==> src/inc/rss_pkg.sv <==
// Package with timing counts, state codes and field positions for the reset source sequencer.
package rss_pkg;
	localparam int unsigned CLK_MHZ = 250;
	// Times in their own units, then cycle counts derived from the clock rate.
	localparam int unsigned POR_TIME_US = 21000;
	localparam int unsigned PIN_TIME_US = 760;
	localparam int unsigned DIG_TIME_US = 760;
	localparam int unsigned BYTE_TIME_US = 91;
	localparam int unsigned PHY_HOLD_US = 102;
	localparam int unsigned VPHY_HOLD_US = 1;
	localparam int unsigned HMAC_HOLD_US = 1;
	localparam int unsigned IF_RESET_US = 1;
	localparam int unsigned POR_CYCLES = POR_TIME_US * CLK_MHZ;
	localparam int unsigned PIN_CYCLES = PIN_TIME_US * CLK_MHZ;
	localparam int unsigned DIG_CYCLES = DIG_TIME_US * CLK_MHZ;
	localparam int unsigned BYTE_CYCLES = BYTE_TIME_US * CLK_MHZ;
	localparam int unsigned PHY_CYCLES = PHY_HOLD_US * CLK_MHZ;
	localparam int unsigned VPHY_CYCLES = VPHY_HOLD_US * CLK_MHZ;
	localparam int unsigned HMAC_CYCLES = HMAC_HOLD_US * CLK_MHZ;
	localparam int unsigned IF_CYCLES = IF_RESET_US * CLK_MHZ;
	localparam int unsigned CNT_W = 24;
	localparam int unsigned EE_BYTES_W = 16;
	localparam int unsigned STRAP_W = 8;
	// Field positions of the reset control register image.
	localparam int unsigned RC_DIGITAL = 0;
	localparam int unsigned RC_PHY_A = 1;
	localparam int unsigned RC_PHY_B = 2;
	localparam int unsigned RC_VPHY = 3;
	localparam int unsigned RC_HMAC = 5;
	localparam logic [31:0] RESET_CONTROL_REG_RESET = 32'h0000_0000;

	typedef enum logic [2:0] {
		RSS_CHIP = 3'b000,
		RSS_IFRST = 3'b001,
		RSS_EELOAD = 3'b010,
		RSS_READY = 3'b011
	} rss_state_t;
endpackage : rss_pkg

==> src/verilog/rss_timer.sv <==
// Self-clearing reset timer for one single-module reset.
`timescale 1ns/1ps
`default_nettype none
module rss_timer #(
	parameter int unsigned HOLD = 1
) (
	input wire logic sys_clk,
	input wire logic rst_n,
	input wire logic clr,
	input wire logic start,
	output logic busy
);
	import rss_pkg::*;

	typedef struct packed {
		logic busy;
		logic [CNT_W-1:0] cnt;
	} rss_tmr_t;

	rss_tmr_t st;
	rss_tmr_t next_st;

	always_comb begin
		next_st = st;
		if (clr) begin
			next_st = '0;
		end else if (!st.busy) begin
			// A start while busy is ignored, so the hold time cannot be stretched.
			if (start) begin
				next_st.busy = 1'b1;
				next_st.cnt = CNT_W'(HOLD - 1);
			end
		end else if (st.cnt == '0) begin
			next_st.busy = 1'b0;
		end else begin
			next_st.cnt = st.cnt - 1'b1;
		end
	end

	always_ff @(posedge sys_clk) begin
		if (!rst_n) begin
			st <= '0;
		end else begin
			st <= next_st;
		end
	end

	assign busy = st.busy;
endmodule : rss_timer
`default_nettype wire

==> src/verilog/rss_sequencer.sv <==
// Reset source sequencer: chip, digital and single-module resets with ready signalling.
//
// Overview of operation
// - Power-on resets everything, latches straps, tunes pads, releases chip reset, then loads EEPROM.
// - Power-on sequence lasts about 21 ms plus 91 us per EEPROM byte.
// - External reset pin low starts chip reset; host holds it low long enough.
// - Pin reset sequence lasts about 760 us plus 91 us per EEPROM byte.
// - Digital soft reset resets all sub-modules except PHYs and the virtual PHY, then loads EEPROM.
// - Digital reset keeps latched straps; soft straps revert and strap defaults reload.
// - Digital reset leaves soft-reset-immune bits unchanged.
// - Digital reset lasts about 760 us plus 91 us per EEPROM byte.
// - Byte-order probe reads invalid until host-interface resets finish.
// - Ready bit set in both config registers when reset completes.
// - Single-module resets touch one module; no strap latch, no EEPROM load.
// - Port A PHY reset bit or soft bit resets only PHY A; clears after 102 us.
// - Port B PHY reset bit or soft bit resets only PHY B; clears after 102 us.
// - PHY soft-bit reset preserves that PHY's soft-reset-immune bits.
// - PHY resets itself on leaving power-down without touching its registers.
// - Virtual PHY reset bit or control bit resets only virtual PHY; clears after 1 us.
// - Host MAC reset resets MAC logic and reloads MAC address from EEPROM.
// - Host MAC reset sets EEPROM busy, clears config-loaded; bit self-clears.
// - Host MAC reset keeps its interrupt status and config register bits.
// - Switch fabric reset resets fabric, not interface logic; host clears the bit.
// - Writes to a set self-clearing reset bit are ignored, except in the cycle after its timer ends, while the bit still reads one.
// - A PHY reset is held at least 102 us.
// - Digital reset aborts any EEPROM command in progress.
`timescale 1ns/1ps
`default_nettype none
module rss_sequencer #(
	parameter int unsigned POR_CNT = rss_pkg::POR_CYCLES,
	parameter int unsigned PIN_CNT = rss_pkg::PIN_CYCLES,
	parameter int unsigned DIG_CNT = rss_pkg::DIG_CYCLES,
	parameter int unsigned BYTE_CNT = rss_pkg::BYTE_CYCLES,
	parameter int unsigned PHY_CNT = rss_pkg::PHY_CYCLES
) (
	input wire logic sys_clk,
	input wire logic rst_n,
	input wire logic ext_reset_n,
	input wire logic [rss_pkg::STRAP_W-1:0] strap_pins,
	input wire logic [rss_pkg::EE_BYTES_W-1:0] eeprom_byte_count,
	input wire logic eeprom_cmd_active,
	input wire logic digital_reset_wr,
	input wire logic port_a_phy_reset_bit_wr,
	input wire logic port_b_phy_reset_bit_wr,
	input wire logic virtual_phy_reset_bit_wr,
	input wire logic host_mac_reset_bit_wr,
	input wire logic phy_a_soft_reset_wr,
	input wire logic phy_b_soft_reset_wr,
	input wire logic virtual_phy_ctrl_reset_wr,
	input wire logic phy_a_powerdown_exit,
	input wire logic phy_b_powerdown_exit,
	input wire logic switch_fabric_reset_bit,
	output logic [31:0] reset_control_reg,
	output logic device_ready,
	output logic byte_order_valid,
	output logic [rss_pkg::STRAP_W-1:0] latched_straps,
	output logic soft_strap_restore,
	output logic pad_tune_n,
	output logic outputs_enable,
	output logic chip_reset_n,
	output logic digital_reset_n,
	output logic soft_reset_immune_keep,
	output logic eeprom_load_start,
	output logic eeprom_abort,
	output logic eeprom_loading,
	output logic phy_a_reset_n,
	output logic phy_b_reset_n,
	output logic phy_a_regs_keep,
	output logic phy_b_regs_keep,
	output logic phy_a_immune_keep,
	output logic phy_b_immune_keep,
	output logic virtual_phy_reset_n,
	output logic host_mac_reset_n,
	output logic host_mac_addr_reload,
	output logic eeprom_busy_flag,
	output logic eeprom_cfg_loaded,
	output logic host_mac_status_keep,
	output logic fabric_reset_n,
	output logic fabric_if_reset_n
);
	import rss_pkg::*;

	// ==========================================================
	// State
	// ==========================================================
	typedef struct packed {
		rss_state_t state;
		logic [CNT_W-1:0] cnt;
		logic [CNT_W-1:0] pcnt;
		logic [EE_BYTES_W-1:0] bytes;
		logic is_digital;
		logic por_done;
		logic [STRAP_W-1:0] straps;
		logic ready;
		logic if_ok;
		logic pad_n;
		logic out_en;
		logic chip_n;
		logic dig_n;
		logic load_go;
		logic abort;
		logic hmac_go;
		logic hmac_n;
		logic ee_busy;
		logic ee_loaded;
		logic restore;
		logic pa_keep;
		logic pb_keep;
		logic pa_imm;
		logic pb_imm;
		logic pa_n;
		logic pb_n;
		logic vp_n;
		logic sw_n;
		logic loading;
		logic hm_keep;
		logic [31:0] rc;
	} rss_seq_t;

	rss_seq_t st;
	rss_seq_t next_st;
	logic pa_busy;
	logic pb_busy;
	logic vp_busy;
	logic hm_busy;
	logic single_ok;

	function automatic logic [CNT_W-1:0] cyc(input int unsigned n);
		cyc = CNT_W'(n - 1);
	endfunction : cyc

	// Single-module resets are accepted only while ready is set and no timer for that bit runs.
	assign single_ok = st.ready;

	// ==========================================================
	// Single-module reset timers
	// ==========================================================
	rss_timer #(.HOLD(PHY_CNT)) u_phy_a (
		.sys_clk(sys_clk),
		.rst_n(rst_n),
		.clr(st.state == RSS_CHIP),
		.start(single_ok && (port_a_phy_reset_bit_wr || phy_a_soft_reset_wr || phy_a_powerdown_exit)),
		.busy(pa_busy)
	);
	rss_timer #(.HOLD(PHY_CNT)) u_phy_b (
		.sys_clk(sys_clk),
		.rst_n(rst_n),
		.clr(st.state == RSS_CHIP),
		.start(single_ok && (port_b_phy_reset_bit_wr || phy_b_soft_reset_wr || phy_b_powerdown_exit)),
		.busy(pb_busy)
	);
	rss_timer #(.HOLD(VPHY_CYCLES)) u_vphy (
		.sys_clk(sys_clk),
		.rst_n(rst_n),
		.clr(st.state == RSS_CHIP),
		.start(single_ok && (virtual_phy_reset_bit_wr || virtual_phy_ctrl_reset_wr)),
		.busy(vp_busy)
	);
	rss_timer #(.HOLD(HMAC_CYCLES)) u_hmac (
		.sys_clk(sys_clk),
		.rst_n(rst_n),
		.clr(st.state == RSS_CHIP || !st.dig_n),
		.start(single_ok && host_mac_reset_bit_wr),
		.busy(hm_busy)
	);

	// ==========================================================
	// Sequencer
	// ==========================================================
	always_comb begin
		next_st = st;
		next_st.load_go = 1'b0;
		next_st.abort = 1'b0;
		next_st.restore = 1'b0;
		next_st.hmac_go = 1'b0;
		unique case (st.state)
			RSS_CHIP: begin
				// Straps follow the pins while the reset pin is low, and close when it is first seen high.
				next_st.straps = strap_pins;
				next_st.ready = 1'b0;
				next_st.if_ok = 1'b0;
				next_st.chip_n = 1'b0;
				next_st.dig_n = 1'b0;
				next_st.out_en = 1'b0;
				next_st.pad_n = 1'b1;
				if (ext_reset_n) begin
					next_st.pad_n = 1'b0;
					next_st.pcnt = cyc(IF_CYCLES);
					next_st.state = RSS_IFRST;
					next_st.is_digital = 1'b0;
					next_st.cnt = st.por_done ? cyc(PIN_CNT) : cyc(POR_CNT);
					next_st.por_done = 1'b1;
				end
			end
			RSS_IFRST: begin
				// The tune pulse has its own count and lasts one microsecond, or ends with the interval if that is shorter.
				if (!st.pad_n) begin
					if (st.pcnt == '0 || st.cnt == '0) begin
						next_st.pad_n = 1'b1;
					end else begin
						next_st.pcnt = st.pcnt - 1'b1;
					end
				end
				if (st.cnt == '0) begin
					next_st.out_en = 1'b1;
					next_st.chip_n = 1'b1;
					next_st.dig_n = 1'b1;
					next_st.if_ok = 1'b1;
					next_st.state = RSS_EELOAD;
					next_st.load_go = 1'b1;
					next_st.bytes = eeprom_byte_count;
					next_st.cnt = cyc(BYTE_CNT);
					next_st.ee_busy = 1'b1;
					next_st.ee_loaded = 1'b0;
				end else begin
					next_st.cnt = st.cnt - 1'b1;
				end
			end
			RSS_EELOAD: begin
				if (st.bytes == '0) begin
					next_st.state = RSS_READY;
					next_st.ready = 1'b1;
					next_st.ee_busy = 1'b0;
					next_st.ee_loaded = 1'b1;
					next_st.rc[RC_DIGITAL] = 1'b0;
				end else if (st.cnt == '0) begin
					next_st.bytes = st.bytes - 1'b1;
					next_st.cnt = cyc(BYTE_CNT);
				end else begin
					next_st.cnt = st.cnt - 1'b1;
				end
			end
			RSS_READY: begin
				if (digital_reset_wr) begin
					next_st.state = RSS_IFRST;
					next_st.is_digital = 1'b1;
					next_st.ready = 1'b0;
					next_st.if_ok = 1'b0;
					next_st.dig_n = 1'b0;
					next_st.abort = eeprom_cmd_active;
					next_st.restore = 1'b1;
					next_st.cnt = cyc(DIG_CNT);
					next_st.rc[RC_DIGITAL] = 1'b1;
				end
			end
			default: begin
				next_st.state = RSS_CHIP;
			end
		endcase
		// Ready falls with the first low sample, so a host never sees a stale ready while the pin is held.
		if (!ext_reset_n) begin
			next_st.state = RSS_CHIP;
			next_st.ready = 1'b0;
			next_st.if_ok = 1'b0;
		end
		// Host MAC reset reloads the address through the loader and flags it busy meanwhile.
		if (single_ok && host_mac_reset_bit_wr && !st.rc[RC_HMAC] && !st.hmac_go) begin
			next_st.hmac_go = 1'b1;
		end
		if (hm_busy || st.hmac_go) begin
			next_st.ee_busy = 1'b1;
			next_st.ee_loaded = 1'b0;
		end else if (st.rc[RC_HMAC] && st.state == RSS_READY) begin
			next_st.ee_busy = 1'b0;
			next_st.ee_loaded = 1'b1;
		end
		next_st.hmac_n = !(hm_busy || st.hmac_go) && next_st.dig_n;
		// Each self-clearing bit mirrors its timer, so it reads one for the whole hold.
		next_st.rc[RC_PHY_A] = pa_busy;
		next_st.rc[RC_PHY_B] = pb_busy;
		next_st.rc[RC_VPHY] = vp_busy;
		next_st.rc[RC_HMAC] = hm_busy || st.hmac_go;
		// The digital reset never reaches the PHYs or the virtual PHY.
		next_st.pa_n = !pa_busy && next_st.chip_n;
		next_st.pb_n = !pb_busy && next_st.chip_n;
		next_st.vp_n = !vp_busy && next_st.chip_n;
		next_st.pa_keep = phy_a_powerdown_exit || (st.pa_keep && pa_busy);
		next_st.pb_keep = phy_b_powerdown_exit || (st.pb_keep && pb_busy);
		next_st.pa_imm = phy_a_soft_reset_wr || (st.pa_imm && pa_busy);
		next_st.pb_imm = phy_b_soft_reset_wr || (st.pb_imm && pb_busy);
		next_st.sw_n = !switch_fabric_reset_bit && next_st.dig_n;
		next_st.loading = next_st.state == RSS_EELOAD;
		next_st.hm_keep = !next_st.hmac_n && next_st.dig_n;
	end

	always_ff @(posedge sys_clk) begin
		if (!rst_n) begin
			st <= '0;
			st.state <= RSS_CHIP;
			st.pad_n <= 1'b1;
			st.rc <= RESET_CONTROL_REG_RESET;
		end else begin
			st <= next_st;
		end
	end

	// ==========================================================
	// Outputs
	// ==========================================================
	assign reset_control_reg = st.rc;
	assign device_ready = st.ready;
	assign byte_order_valid = st.if_ok;
	assign latched_straps = st.straps;
	assign soft_strap_restore = st.restore;
	assign pad_tune_n = st.pad_n;
	assign outputs_enable = st.out_en;
	assign chip_reset_n = st.chip_n;
	assign digital_reset_n = st.dig_n;
	assign soft_reset_immune_keep = st.is_digital;
	assign eeprom_load_start = st.load_go;
	assign eeprom_abort = st.abort;
	assign eeprom_loading = st.loading;
	assign phy_a_reset_n = st.pa_n;
	assign phy_b_reset_n = st.pb_n;
	assign phy_a_regs_keep = st.pa_keep;
	assign phy_b_regs_keep = st.pb_keep;
	assign phy_a_immune_keep = st.pa_imm;
	assign phy_b_immune_keep = st.pb_imm;
	assign virtual_phy_reset_n = st.vp_n;
	assign host_mac_reset_n = st.hmac_n;
	assign host_mac_addr_reload = st.hmac_go;
	assign eeprom_busy_flag = st.ee_busy;
	assign eeprom_cfg_loaded = st.ee_loaded;
	assign host_mac_status_keep = st.hm_keep;
	assign fabric_reset_n = st.sw_n;
	assign fabric_if_reset_n = st.dig_n;
endmodule : rss_sequencer
`default_nettype wire

==> config.mk <==
export PLATFORM = sky130hd
export DESIGN_NAME = rss_sequencer
export DESIGN_NICKNAME = d
export VERILOG_FILES = /design/src/inc/rss_pkg.sv /design/src/verilog/rss_timer.sv /design/src/verilog/rss_sequencer.sv
export SDC_FILE = /design/constraint.sdc
export NUM_CORES = 1
export LEC_CHECK = 0
export ABC_AREA = 0
export BUFFER_PORTS_ARGS = -buffer_cell sky130_fd_sc_hd__buf_2
export CORE_MARGIN = 10
export CORE_UTILIZATION = 60
export DETAILED_ROUTE_END_ITERATION = 8
export HOLD_SLACK_MARGIN = 0.05
export PLACE_DENSITY = 0.79
export SKIP_CTS_REPAIR_TIMING = 1
export SLEW_MARGIN = 5
export SYNTH_ARGS = -nofsm -noshare
export SYNTH_HDL_FRONTEND = slang
export SYNTH_SLANG_ARGS = --single-unit
==> constraint.sdc <==
create_clock -name sys_clk -period 4.5 [get_ports sys_clk]
set_input_delay 0.45 -clock sys_clk [delete_from_list [all_inputs] [get_ports sys_clk]]
set_output_delay 0.45 -clock sys_clk [all_outputs]
set_load 0.01 [all_outputs]
# Word-level counts from Yosys, hierarchy flattened
# Cells that the tools add are included.
[word_totals] register_bits=205 latch_bits=0 ramBits=0 mem_bits_ro=0 inputBits=39 out_inout_bits=65 word_cells=206 mem_count=0
[classes] n_addsub=7 multipliers=0 div_mod_pow=0 magnitude_cmp=0 n_eq_ne=20 n_shift=0 n_mux=57 bitwise_logic=1 reduce_logical=81
[ops] operator="two-way mux 25 bit" n=8
[ops] operator="two-way mux 24 bit" n=8
[ops] operator="zero test 24 bit" n=6
[ops] operator="subtractor 24 x 1 -> 24 bit, second input constant" n=6
[ops] operator="one-hot mux 24 bit (4 select lines)" n=1
[ops] operator="two-way mux 51 bit" n=1
[ops] operator="two-way mux 16 bit" n=3
[ops] operator="one-hot mux 24 bit (2 select lines)" n=1
[ops] operator="one-hot mux 16 bit (2 select lines)" n=1
[ops] operator="two-way mux 27 bit" n=1
[ops] operator="inequality test 2 bit, second input constant" n=12
[ops] operator="two-way mux 23 bit" n=1
[ops] operator="AND reduction 3 bit" n=7
[ops] operator="AND reduction 2 bit" n=9
[ops] operator="logical AND 1 bit" n=17
[ops] operator="zero test 16 bit" n=1
[ops] operator="nonzero test 2 bit" n=8
[ops] operator="subtractor 16 x 1 -> 16 bit, second input constant" n=1
[ops] operator="two-way mux 1 bit" n=14
[ops] operator="logical OR 1 bit" n=12
[ops] operator="two-way mux 2 bit" n=6
[ops] operator="one-hot mux 3 bit (4 select lines)" n=1
[ops] operator="AND reduction 4 bit" n=3
[ops] operator="== test 3 x 2 -> 1 bit, second input constant" n=3
[ops] operator="other kinds (15)" n=35

# Logic depth before layout (Yosys ltp)
# Gate-level depths: netlist (run 1).
[depth] depth_word=6 ltp_mapped=11 ltp_nobuf=8

# Cells and area by module
# From an unflattened synthesis (run 1), not the netlist that was laid out.
[hier_totals] hier_cells=1346 area_unflattened_um2=11009.3
[modules_own_cells] module="rss_sequencer" n_inst=1 cells_per_inst=701 area_per_inst_um2=5562.8 seq_area_each_um2=2102.0
[modules_own_cells] module="rss_timer at u_phy_a ..." n_inst=2 cells_per_inst=159 area_per_inst_um2=1365.1 seq_area_each_um2=500.5
[modules_own_cells] module="rss_timer at u_vphy" n_inst=1 cells_per_inst=164 area_per_inst_um2=1358.8 seq_area_each_um2=500.5
[modules_own_cells] module="rss_timer at u_hmac" n_inst=1 cells_per_inst=163 area_per_inst_um2=1357.6 seq_area_each_um2=500.5

# Least setup slack after synthesis (run 1)
# OpenSTA, ideal clock, no wires.
[synth_timing] path_kind="reg2reg" start="reg u_phy_a.st[0] in the netlist's numbering" end="reg u_phy_a.st[1] in the netlist's numbering" setup_time_ns=0.070 t_arrival_ns=2.526 t_required_ns=4.430 path_slack_ns=1.904 path_stages_with_launch=9 path_buffers=1 period_less_slack_ns=2.596 cell_sequence="dfxtp_1 -> inv_1 -> ha_1 -> or3b_2 -> or4_1 -> o31ai_1 -> buf_2 -> mux2_2 -> a21oi_1"
[synth_via] elab_chain_len=3 word_cells_on_any_way=6 cone_classes="add/sub: 1; eq/ne: 1; mux: 2; reduce/logical: 2"
[synth_rtl] element="start: declaration" line="rss_timer.sv:20" text="rss_tmr_t st;"
[synth_rtl] element="start signal: assignment" line="rss_timer.sv:44" text="st <= next_st;"
[synth_rtl] element="subtractor 24 x 1 -> 24 bit or zero test 24 bit (tied branches)" line="rss_timer.sv:36, rss_timer.sv:33"
[synth_rtl] element="two-way mux 24 bit or inequality test 2 bit (tied branches)"
[synth_rtl] element="two-way mux 25 bit or AND reduction 2 bit (tied branches)"
# Parallel ways exist; a longest one is shown, timed or not. The select of a mux whose other input is x is not followed.
# A chain may end at the register's enable or synchronous reset.

# Worst setup path in the final report (run 1)
[layout_timing] start="reg u_vphy.st[10] in the netlist's numbering" end="reg u_vphy.st[10] in the netlist's numbering"
[layout_via] elab_chain_len=3 word_cells_on_any_way=6 cone_classes="add/sub: 1; eq/ne: 1; mux: 2; reduce/logical: 2"
[layout_rtl] element="start: declaration" line="rss_timer.sv:20"
[layout_rtl] element="start signal: assignment" line="rss_timer.sv:44"
[layout_rtl] element="subtractor 24 x 1 -> 24 bit or zero test 24 bit (tied branches)" line="rss_timer.sv:36, rss_timer.sv:33"
[layout_rtl] element="two-way mux 24 bit or inequality test 2 bit (tied branches)"
[layout_rtl] element="two-way mux 25 bit or AND reduction 2 bit (tied branches)"
# Parallel ways exist; a longest one is shown, timed or not. The select of a mux whose other input is x is not followed.

==> impl_metrics.json, run 1 <==
{
  "fp-row-count": 47,
  "dr_total_vias": 8911,
  "final_layout_size_suffix_gt1_share_pct": 13.1,
  "async_flop_share_pct": 0,
  "synth-edff-count": 0,
  "root_buffer": "clkbuf_16",
  "drc": 0,
  "start_util_pct": 61.5,
  "detailed_place_hpwl_um": 16400,
  "hold-path-endpoint": "fabric_reset_n",
  "arrival_ns": 3.50,
  "worst-setup-path-type": "flop to flop",
  "synth-simple-area-share_pct": 26.6,
  "ys_seq_area_share_pct": 40.1,
  "regMostFlops": "st",
  "grt.total_usage_pct": 20.3,
  "die_height_um": 151,
  "max_slew.worst_pin.slew_ns": 1.11,
  "setup_violations": 0,
  "hold_viol_final": 0,
  "max_slew_margin_pct": 25.8,
  "synth_adder_area_share_pct": 1.10,
  "dieArea_um2": 22700,
  "min_from": "switch_fabric_reset_bit",
  "clk_latency_ns": 0.50,
  "cap_viol_max_count": 0,
  "synth_cells": 1243,
  "fin_crit_ns": 3.13,
  "clk_pin_slew_worst_paths_ns": 0.06,
  "r2r_slack_ns": 1.37,
  "grt-ovfl-total": 0,
  "hold_path_depth": 2,
  "nNetsFinal": 1332,
  "required_ns": 4.87,
  "synth_cell_types": 78,
  "reg2reg_depth": 6,
  "htreeDepth": 1,
  "core_region_area_um2": 16600,
  "synth-xor-area-share_pct": 6.42,
  "post-route-period-util_pct": 69.6,
  "drt-initial-drc-count": 641,
  "io_buffer_count": 76,
  "grt_start_max_net_pins": 60,
  "r2r_start": "u_vphy.st[10]",
  "report.final.slew_viol_count": 0,
  "wl_um": 24100,
  "clock_path_buffers": 3,
  "cp_max_fo": 23,
  "cts_tree": "done",
  "ys_ff_latch": 205,
  "tns_ns": 0,
  "cts_sinks": 205,
  "cts-buffers-inserted": 23,
  "rsz0062_at_grt": "no",
  "antenna_cells": 0,
  "fmax_ghz": 0.320,
  "peakVddDrop_v": 0.000340,
  "grt_antenna_before_repair": 0,
  "yosys_warnings": 0,
  "hp-class": "primary input to flop",
  "viasPerCell": 5.86,
  "muxShareOfSynthArea_pct": 0.880,
  "die_x_um": 151,
  "wire_per_inst_um": 15.9,
  "synthFlopType": "dfxtp_1",
  "hold_ws_ns": 0.0963,
  "powerDensity_nw_per_um2": 397,
  "drtAntennaViolNets": 0,
  "syn_to_final_growth_pct": 11.7,
  "r2r-end": "u_vphy.st[10]",
  "status": "finished clean",
  "syn_area_um2": 10200,
  "syn_area_per_cell_um2": 8.24,
  "grt_first_pass_wirelength_um": 39400,
  "worstSetupStartpointType": "flop",
  "largest_reg_flops": 68,
  "io_pins": 104,
  "gp_congestion": 0.878,
  "grt_pass1_vias": 8110,
  "crit_path_end_kind": "flop",
  "synth_top_family_by_area": "simple AND/OR/NAND/NOR gates",
  "p_leak_nw": 4.50,
  "dr.pass1.iters": 7,
  "clock_skew_ns": 0.0122,
  "synth_compound_area_share_pct": 18.2
}
## metrics by stage
step	utilization, %	setup WS [ns]	cell area, um2	instances	power (W)
after floorplan	-	1.90	10300	1270	0.00233
after global placement	63.4	1.43	10600	1479	0.00243
after detailed placement	63.4	1.38	10600	1479	0.00244
after CTS	68.7	1.38	11400	1520	0.00457
after global routing	68.7	1.06	11400	1520	0.00472
final	68.7	1.37	11400	1520	0.00454
## cells by family (layout without fill, tap and decap cells)
group           count (synthesis)  after routing
fa+ha+maj                       9              9
flops                         205            205
xor+xnor                       75             75
other cells                     1             28
buf+inv                       132            162
simple gates                  530            530
mux                             8              8
compound gates                283            283
## where the power goes
part	switching, W	internal [W]
clock network	0.000754	0.00138
registers	0.0000531	0.00186
logic	0.000312	0.000179
## final cells by class
cell class              instances  area, um2
multi-input cells             933       5580
fillers                      1397       5200
flip-flops and latches        205       4100
clock buffers                  29        658
repair buffers                 90        485
well taps                     220        275
clock inverters                12        221
inverters                      31        116
## Yosys cell counts (4+ instances only)
cell,count,share of area [%]
o21ai_1,5,0.24
nor4b_1,5,0.43
a2111oi_0,8,0.68
dfxtp_1,205,40
o31ai_1,18,1.3
a21oi_1,84,4.1
nand4b_1,4,0.34
o211ai_1,10,0.73
nor3b_1,6,0.44
nor4_1,37,2.3
nor3_1,44,2.2
nand3_1,32,1.6
and3_1,9,0.55
a21boi_0,21,1.5
xor2_1,23,2.0
o311ai_0,6,0.51
xnor2_1,52,4.4
inv_1,31,1.1
or2_2,7,0.43
nand3b_1,4,0.29
o21a_1,6,0.44
nand2_1,115,4.2
mux2_2,7,0.77
a211oi_1,13,0.95
nand4_1,14,0.86
or3_1,33,2.0
and2_1,10,0.61
nor2_1,139,5.1
nand2b_1,5,0.31
nor2b_1,12,0.73
ha_1,9,1.1
o21ai_0,49,2.4
clkbuf_1,47,1.7
buf_4,43,3.2
o41ai_1,7,0.60
or4_1,31,2.3
a31oi_1,15,0.92
buf_2,7,0.34
## metal layers
metal	GRT usage, %	vias to the layer above	share of wire, %
li1	-	4511	-
met1	26.3	4112	45
met2	34.7	239	48
met3	3.06	49	5.3
met4	5.25	0	2.1
met5	0	-	0
## placed cells by master (no fill, tap or decap), types with 28 or more instances in the layout
cell,netlist,routed
conb_1,1,28
nor2_1,139,139
nand2_1,115,115
a21oi_1,84,84
or4_1,31,31
nor4_1,37,37
inv_1,31,31
buf_2,7,76
xnor2_1,52,52
or3_1,33,33
nand3_1,32,32
dfxtp_1,205,205
o21ai_0,49,49
nor3_1,44,43
## worst max path at each step
stage	startpoint	endpoint	slack (ns)	depth (start not counted)
2_1_floorplan	u_phy_a.st[0]	u_phy_a.st[1]	1.90	8
3_3_place_gp	u_vphy.st[10]	u_vphy.st[21]	1.43	6
3_5_place_dp	u_vphy.st[10]	u_vphy.st[21]	1.38	6
4_1_cts	u_vphy.st[10]	u_vphy.st[10]	1.38	6
5_1_grt	u_vphy.st[10]	u_vphy.st[10]	1.06	6
6_report	u_vphy.st[10]	u_vphy.st[10]	1.37	6
## critical path: stages (launching register included)
cell and delay (ns):
dfxtp_1 0.34, or4_1 0.58, or3_1 0.46, o41ai_4 1.06, a21boi_0 0.27, xnor2_1 0.22
nor2_1 0.07
No activity file was read; power rests on OpenSTA's default activity.
==> run 2: changes to the inputs <==
--- a/config.mk
+++ b/config.mk
@@ -8,10 +8,10 @@
 export ABC_AREA = 0
 export BUFFER_PORTS_ARGS = -buffer_cell sky130_fd_sc_hd__buf_2
 export CORE_MARGIN = 10
-export CORE_UTILIZATION = 60
+export CORE_UTILIZATION = 54
 export DETAILED_ROUTE_END_ITERATION = 8
 export HOLD_SLACK_MARGIN = 0.05
-export PLACE_DENSITY = 0.79
+export PLACE_DENSITY = 0.75
 export SKIP_CTS_REPAIR_TIMING = 1
 export SLEW_MARGIN = 5
 export SYNTH_ARGS = -nofsm -noshare
==> constraint.sdc (replaced) <==
create_clock -name sys_clk -period 2.6 [get_ports sys_clk]
set_input_delay 0.26 -clock sys_clk [delete_from_list [all_inputs] [get_ports sys_clk]]
set_output_delay 0.26 -clock sys_clk [all_outputs]
set_load 0.01 [all_outputs]
==> run 2 against run 1 <==
Effect of this change: maximum frequency up 24%; design area is 4.3% higher; sequential power increased by 72%; non-clock buffer count rose by 56; setup slack worse by 1.3 ns; final cell count grew 4.7%; worst hold slack worse by 0.076 ns; total power up 68%; clock skew is 0.0035 ns higher; register-to-register slack got worse by 1.3 ns; flip-flop and latch count did not move.
==> impl_metrics.json, run 2 (synthesized netlist as in run 1, its figures left out) <==
{
  "r2r_start": "u_phy_a.st[4]",
  "grt-ovfl-total": 0,
  "final_cell_mix": "dfxtp_1 (205), nor2_1 (137), nand2_1 (115), a21oi_1 (84), buf_2 (78)",
  "die_height_um": 158,
  "reg2reg_depth": 7,
  "peakVddDrop_v": 0.000523,
  "hold-path-endpoint": "phy_a_regs_keep",
  "wire_per_inst_um": 15.9,
  "start_util_pct": 54.7,
  "final_common_cell": "dfxtp_1",
  "clk_pin_slew_worst_paths_ns": 0.06,
  "hold_path_depth": 3,
  "dr_total_vias": 9317,
  "antenna_cells": 0,
  "wl_um": 25300,
  "cap_viol_max_count": 0,
  "required_ns": 2.98,
  "status": "finished clean",
  "detailed_place_hpwl_um": 17400,
  "grt_start_max_net_pins": 49,
  "slowest_delay_ns": 0.62,
  "clock_path_buffers": 3,
  "critPathSlowestCell": "or4_1",
  "io_pins": 104,
  "fin_util_pct": 63.8,
  "htreeDepth": 1,
  "fp-row-count": 50,
  "dieArea_um2": 24900,
  "root_buffer": "clkbuf_16",
  "r2r-end": "u_phy_a.st[19]",
  "hold_ws_ns": 0.0206,
  "viasPerCell": 5.86,
  "largest_reg_flops": 68,
  "fmax_ghz": 0.396,
  "final_layout_size_suffix_gt1_share_pct": 16.7,
  "grt_first_pass_wirelength_um": 41500,
  "powerDensity_nw_per_um2": 641,
  "crit_path_end_kind": "flop",
  "max_slew.worst_pin.slew_ns": 0.858,
  "report.final.slew_viol_count": 0,
  "clock_skew_ns": 0.0156,
  "drt-initial-drc-count": 635,
  "dr.pass1.iters": 5,
  "drtAntennaViolNets": 0,
  "grt_pass1_vias": 8522,
  "hp-class": "primary input to flop",
  "min_from": "phy_a_powerdown_exit",
  "p_leak_nw": 4.75,
  "setup_violations": 0,
  "cts-buffers-inserted": 23,
  "core_region_area_um2": 18700,
  "n_fill_cell": 1584,
  "io_buffer_count": 76,
  "grt_antenna_before_repair": 0,
  "cp_max_fo": 6,
  "arrival_ns": 2.91,
  "cts_tree": "done",
  "drc": 0,
  "syn_to_final_growth_pct": 16.5,
  "regMostFlops": "st",
  "gp_congestion": 0.938,
  "total_power_w": 0.00765,
  "max_slew_margin_pct": 42.7,
  "fin_crit_ns": 2.53,
  "worst-setup-path-type": "flop to flop",
  "hold_viol_final": 0,
  "die_x_um": 158,
  "crit_chain": "or4_1, or4_4, o31ai_4, buf_6, a2111oi_0, xnor2_1, nor2_1",
  "r2r_slack_ns": 0.07,
  "nNetsFinal": 1388,
  "cts_sinks": 205,
  "clk_latency_ns": 0.51,
  "grt.total_usage_pct": 19.5,
  "worstSetupStartpointType": "flop",
  "post-route-period-util_pct": 97.1
}
run 2: worst max-delay path by stage:
stage	start	end	slack (ns)	cells past startpoint
after detailed placement	u_phy_a.st[0]	u_phy_a.st[19]	-0.02	9
after CTS	u_phy_a.st[0]	u_phy_a.st[1]	-0.04	8
after global routing	u_phy_a.st[15]	u_phy_a.st[20]	-0.02	6
after floorplan	u_phy_a.st[0]	u_phy_a.st[1]	0.004	8
final	u_phy_a.st[4]	u_phy_a.st[19]	0.07	7
after global placement	u_phy_a.st[0]	u_phy_a.st[16]	0.04	9
run 2: cell type report:
cell class	count	area [um2]	area share (%)
multi-input cells	933	5650	47.4
clock inverters	9	128	1.07
repair buffers	146	973	8.16
flip-flops and latches	205	4100	34.4
clock buffers	33	663	5.56
well taps	234	293	2.45
inverters	31	116	0.975
run 2: per-stage QoR:
| stage | setup WS [ns] | std cells | TNS [ns] | instance area, um2 |
|---|---|---|---|---|
| final | 0.0746 | 1591 | 0 | 11900 |
| after global routing | -0.0190 | 1591 | -0.0446 | 11900 |
| after CTS | -0.0437 | 1577 | -0.202 | 11700 |
| after detailed placement | -0.0173 | 1535 | -0.0472 | 10900 |
| after global placement | 0.0402 | 1535 | 0 | 10900 |
| after floorplan | 0.00358 | 1270 | 0 | 10300 |
run 2: routing by layer:
layer  track usage (%)  vias up  wire, um
li1                  -     4618         -
met1              25.9     4363     11300
met2              31.5      292     11800
met3              3.66       44      1690
met4              5.65        0       503
met5                 0        -         0
run 2: critical path, delay by kind of cell, from the launching register on:
family | cells | cell delay, ns
buf+inv | 1 | 0.17
xor+xnor | 1 | 0.23
compound gates | 2 | 0.44
simple gates | 3 | 1.21
flops | 1 | 0.34
run 2: where the power goes:
part	internal (W)	switching (W)
Sequential	0.00323	0.0000881
Combinational	0.000397	0.000579
Clock	0.00207	0.00129
Total	0.00570	0.00195
==> run 3: changes to the inputs <==
--- a/config.mk
+++ b/config.mk
@@ -11,6 +11,7 @@
 export CORE_UTILIZATION = 54
 export DETAILED_ROUTE_END_ITERATION = 8
 export HOLD_SLACK_MARGIN = 0.05
+export MAX_ROUTING_LAYER = met4
 export PLACE_DENSITY = 0.75
 export SKIP_CTS_REPAIR_TIMING = 1
 export SLEW_MARGIN = 5
==> run 3 against run 2 <==
Effect of this change: design area unchanged; total power about the same; critical endpoint is now st[97]; die area is the same; global-route usage grew 0.57 points; sequential power barely moved; combinational power barely moved; largest cell class unchanged.
==> impl_metrics.json, run 3 (synthesized netlist as in run 1, its figures left out) <==
{
  "status": "finished clean",
  "wire_per_inst_um": 15.9,
  "max_slew.worst_pin.slew_ns": 0.858,
  "required_ns": 3.02,
  "arrival_ns": 2.95,
  "clk_pin_slew_worst_paths_ns": 0.06,
  "clk_latency_ns": 0.51,
  "p_switching_w": 0.00195,
  "peakVddDrop_v": 0.000525,
  "cts_tree": "done",
  "hold_viol_final": 0,
  "crit_path_end_kind": "flop",
  "viasPerCell": 5.88,
  "cts_sinks": 205,
  "dieArea_um2": 24900,
  "report.final.slew_viol_count": 0,
  "drt-initial-drc-count": 624,
  "final_layout_size_suffix_gt1_share_pct": 16.7,
  "worstSetupStartpointType": "flop",
  "post-route-period-util_pct": 97.1,
  "multi_input_area_um2": 5650,
  "grt_first_pass_wirelength_um": 41500,
  "clock_skew_ns": 0.0184,
  "min_from": "phy_a_powerdown_exit",
  "r2r-end": "st[97]",
  "hp-class": "primary input to flop",
  "io_pins": 104,
  "r2r_slack_ns": 0.07,
  "die_x_um": 158,
  "fp-row-count": 50,
  "total_power_w": 0.00765,
  "r2r_start": "st[130]",
  "swShare_pct": 25.5,
  "tns_ns": 0,
  "final_cell_mix": "dfxtp_1 (205), nor2_1 (137), nand2_1 (115), a21oi_1 (84), buf_2 (78)",
  "fmax_ghz": 0.396,
  "powerDensity_nw_per_um2": 641,
  "grt_pass1_vias": 8516,
  "p_leak_nw": 4.75,
  "core_region_area_um2": 18700,
  "final_common_cell": "dfxtp_1",
  "gp_congestion": 0.955,
  "worst-setup-path-type": "flop to flop",
  "wl_um": 25300,
  "antenna_cells": 0,
  "grt.total_usage_pct": 20.1,
  "nNetsFinal": 1388,
  "drtAntennaViolNets": 0,
  "power_frac_seq_pct": 43.3,
  "largest_reg_flops": 68,
  "cp_max_fo": 24,
  "setup_violations": 0,
  "die_height_um": 158,
  "hold-path-endpoint": "phy_a_regs_keep",
  "p_int_w": 0.00570,
  "start_util_pct": 54.7,
  "clock_power_share_pct": 43.9,
  "p_comb_share_pct": 12.8,
  "cap_viol_max_count": 0,
  "root_buffer": "clkbuf_16",
  "fin_ws_ns": 0.0745,
  "dr.pass1.iters": 5,
  "preCtsSetupSlack_ns": -0.0173,
  "htreeDepth": 1,
  "regMostFlops": "st",
  "io_buffer_count": 76,
  "hold_path_depth": 3,
  "grt-ovfl-total": 0,
  "syn_to_final_growth_pct": 16.5,
  "dr_total_vias": 9352,
  "detailed_place_hpwl_um": 17400,
  "seq_area_um2": 4100,
  "cts-buffers-inserted": 23,
  "drc": 0,
  "reg2reg_depth": 7,
  "max_slew_margin_pct": 42.7,
  "grt_antenna_before_repair": 0,
  "grt_start_max_net_pins": 49,
  "fin_crit_ns": 2.53,
  "n_fill_cell": 1584,
  "clock_path_buffers": 3
}
run 3: worst max-delay path by stage:
stage                   startpoint        endpoint  slack [ns]  cells after the start
global route        u_phy_a.st[15]  u_phy_a.st[20]       -0.02                      6
detailed placement   u_phy_a.st[0]  u_phy_a.st[19]       -0.02                      9
global placement     u_phy_a.st[0]  u_phy_a.st[16]        0.04                      9
floorplan            u_phy_a.st[0]   u_phy_a.st[1]       0.004                      8
CTS                  u_phy_a.st[0]   u_phy_a.st[1]       -0.04                      8
finish                     st[130]          st[97]        0.07                      7
run 3: layout make-up:
| type | instances | share of cell area (%) |
|---|---|---|
| Clock buffer | 33 | 5.56 |
| Clock inverter | 9 | 1.07 |
| Inverter | 31 | 0.975 |
| Multi-Input combinational cell | 933 | 47.4 |
| Sequential cell | 205 | 34.4 |
| Tap cell | 234 | 2.45 |
| Timing Repair Buffer | 146 | 8.16 |
run 3: worst max-delay path, cell delays in order (launching register included):
cell       delay, ns
dfxtp_1         0.32
or3b_1          0.45
or2_2           0.35
o2bb2ai_1       0.22
or2_1           0.30
buf_12          0.17
or4_1           0.48
a21oi_1         0.16
run 3: stage by stage:
stage | cells | utilization, % | instance area (um2) | hold slack, ns
after global routing | 1591 | 63.8 | 11900 | 0.0519
final | 1591 | 63.8 | 11900 | 0.0207
after floorplan | 1270 | - | 10300 | 0.332
after CTS | 1577 | 62.6 | 11700 | -0.0994
after detailed placement | 1535 | 58.4 | 10900 | 0.423
after global placement | 1535 | 58.4 | 10900 | 0.416
run 3: per-layer routing:
metal	up-vias	wire, um	global-route usage [%]
li1	4616	-	-
met1	4391	11300	26.3
met2	295	11900	31.4
met3	50	1660	3.36
met4	0	527	5.65
met5	-	0	-
run 3: power groups by stage:
stage          Combinational (W)  Clock (W)  Sequential, W
5_1_grt                  0.00108    0.00357        0.00332
6_report                0.000976    0.00336        0.00331
3_5_place_dp            0.000917          0        0.00338
2_1_floorplan           0.000680          0        0.00336
3_3_place_gp            0.000902          0        0.00338
4_1_cts                 0.000927    0.00341        0.00331
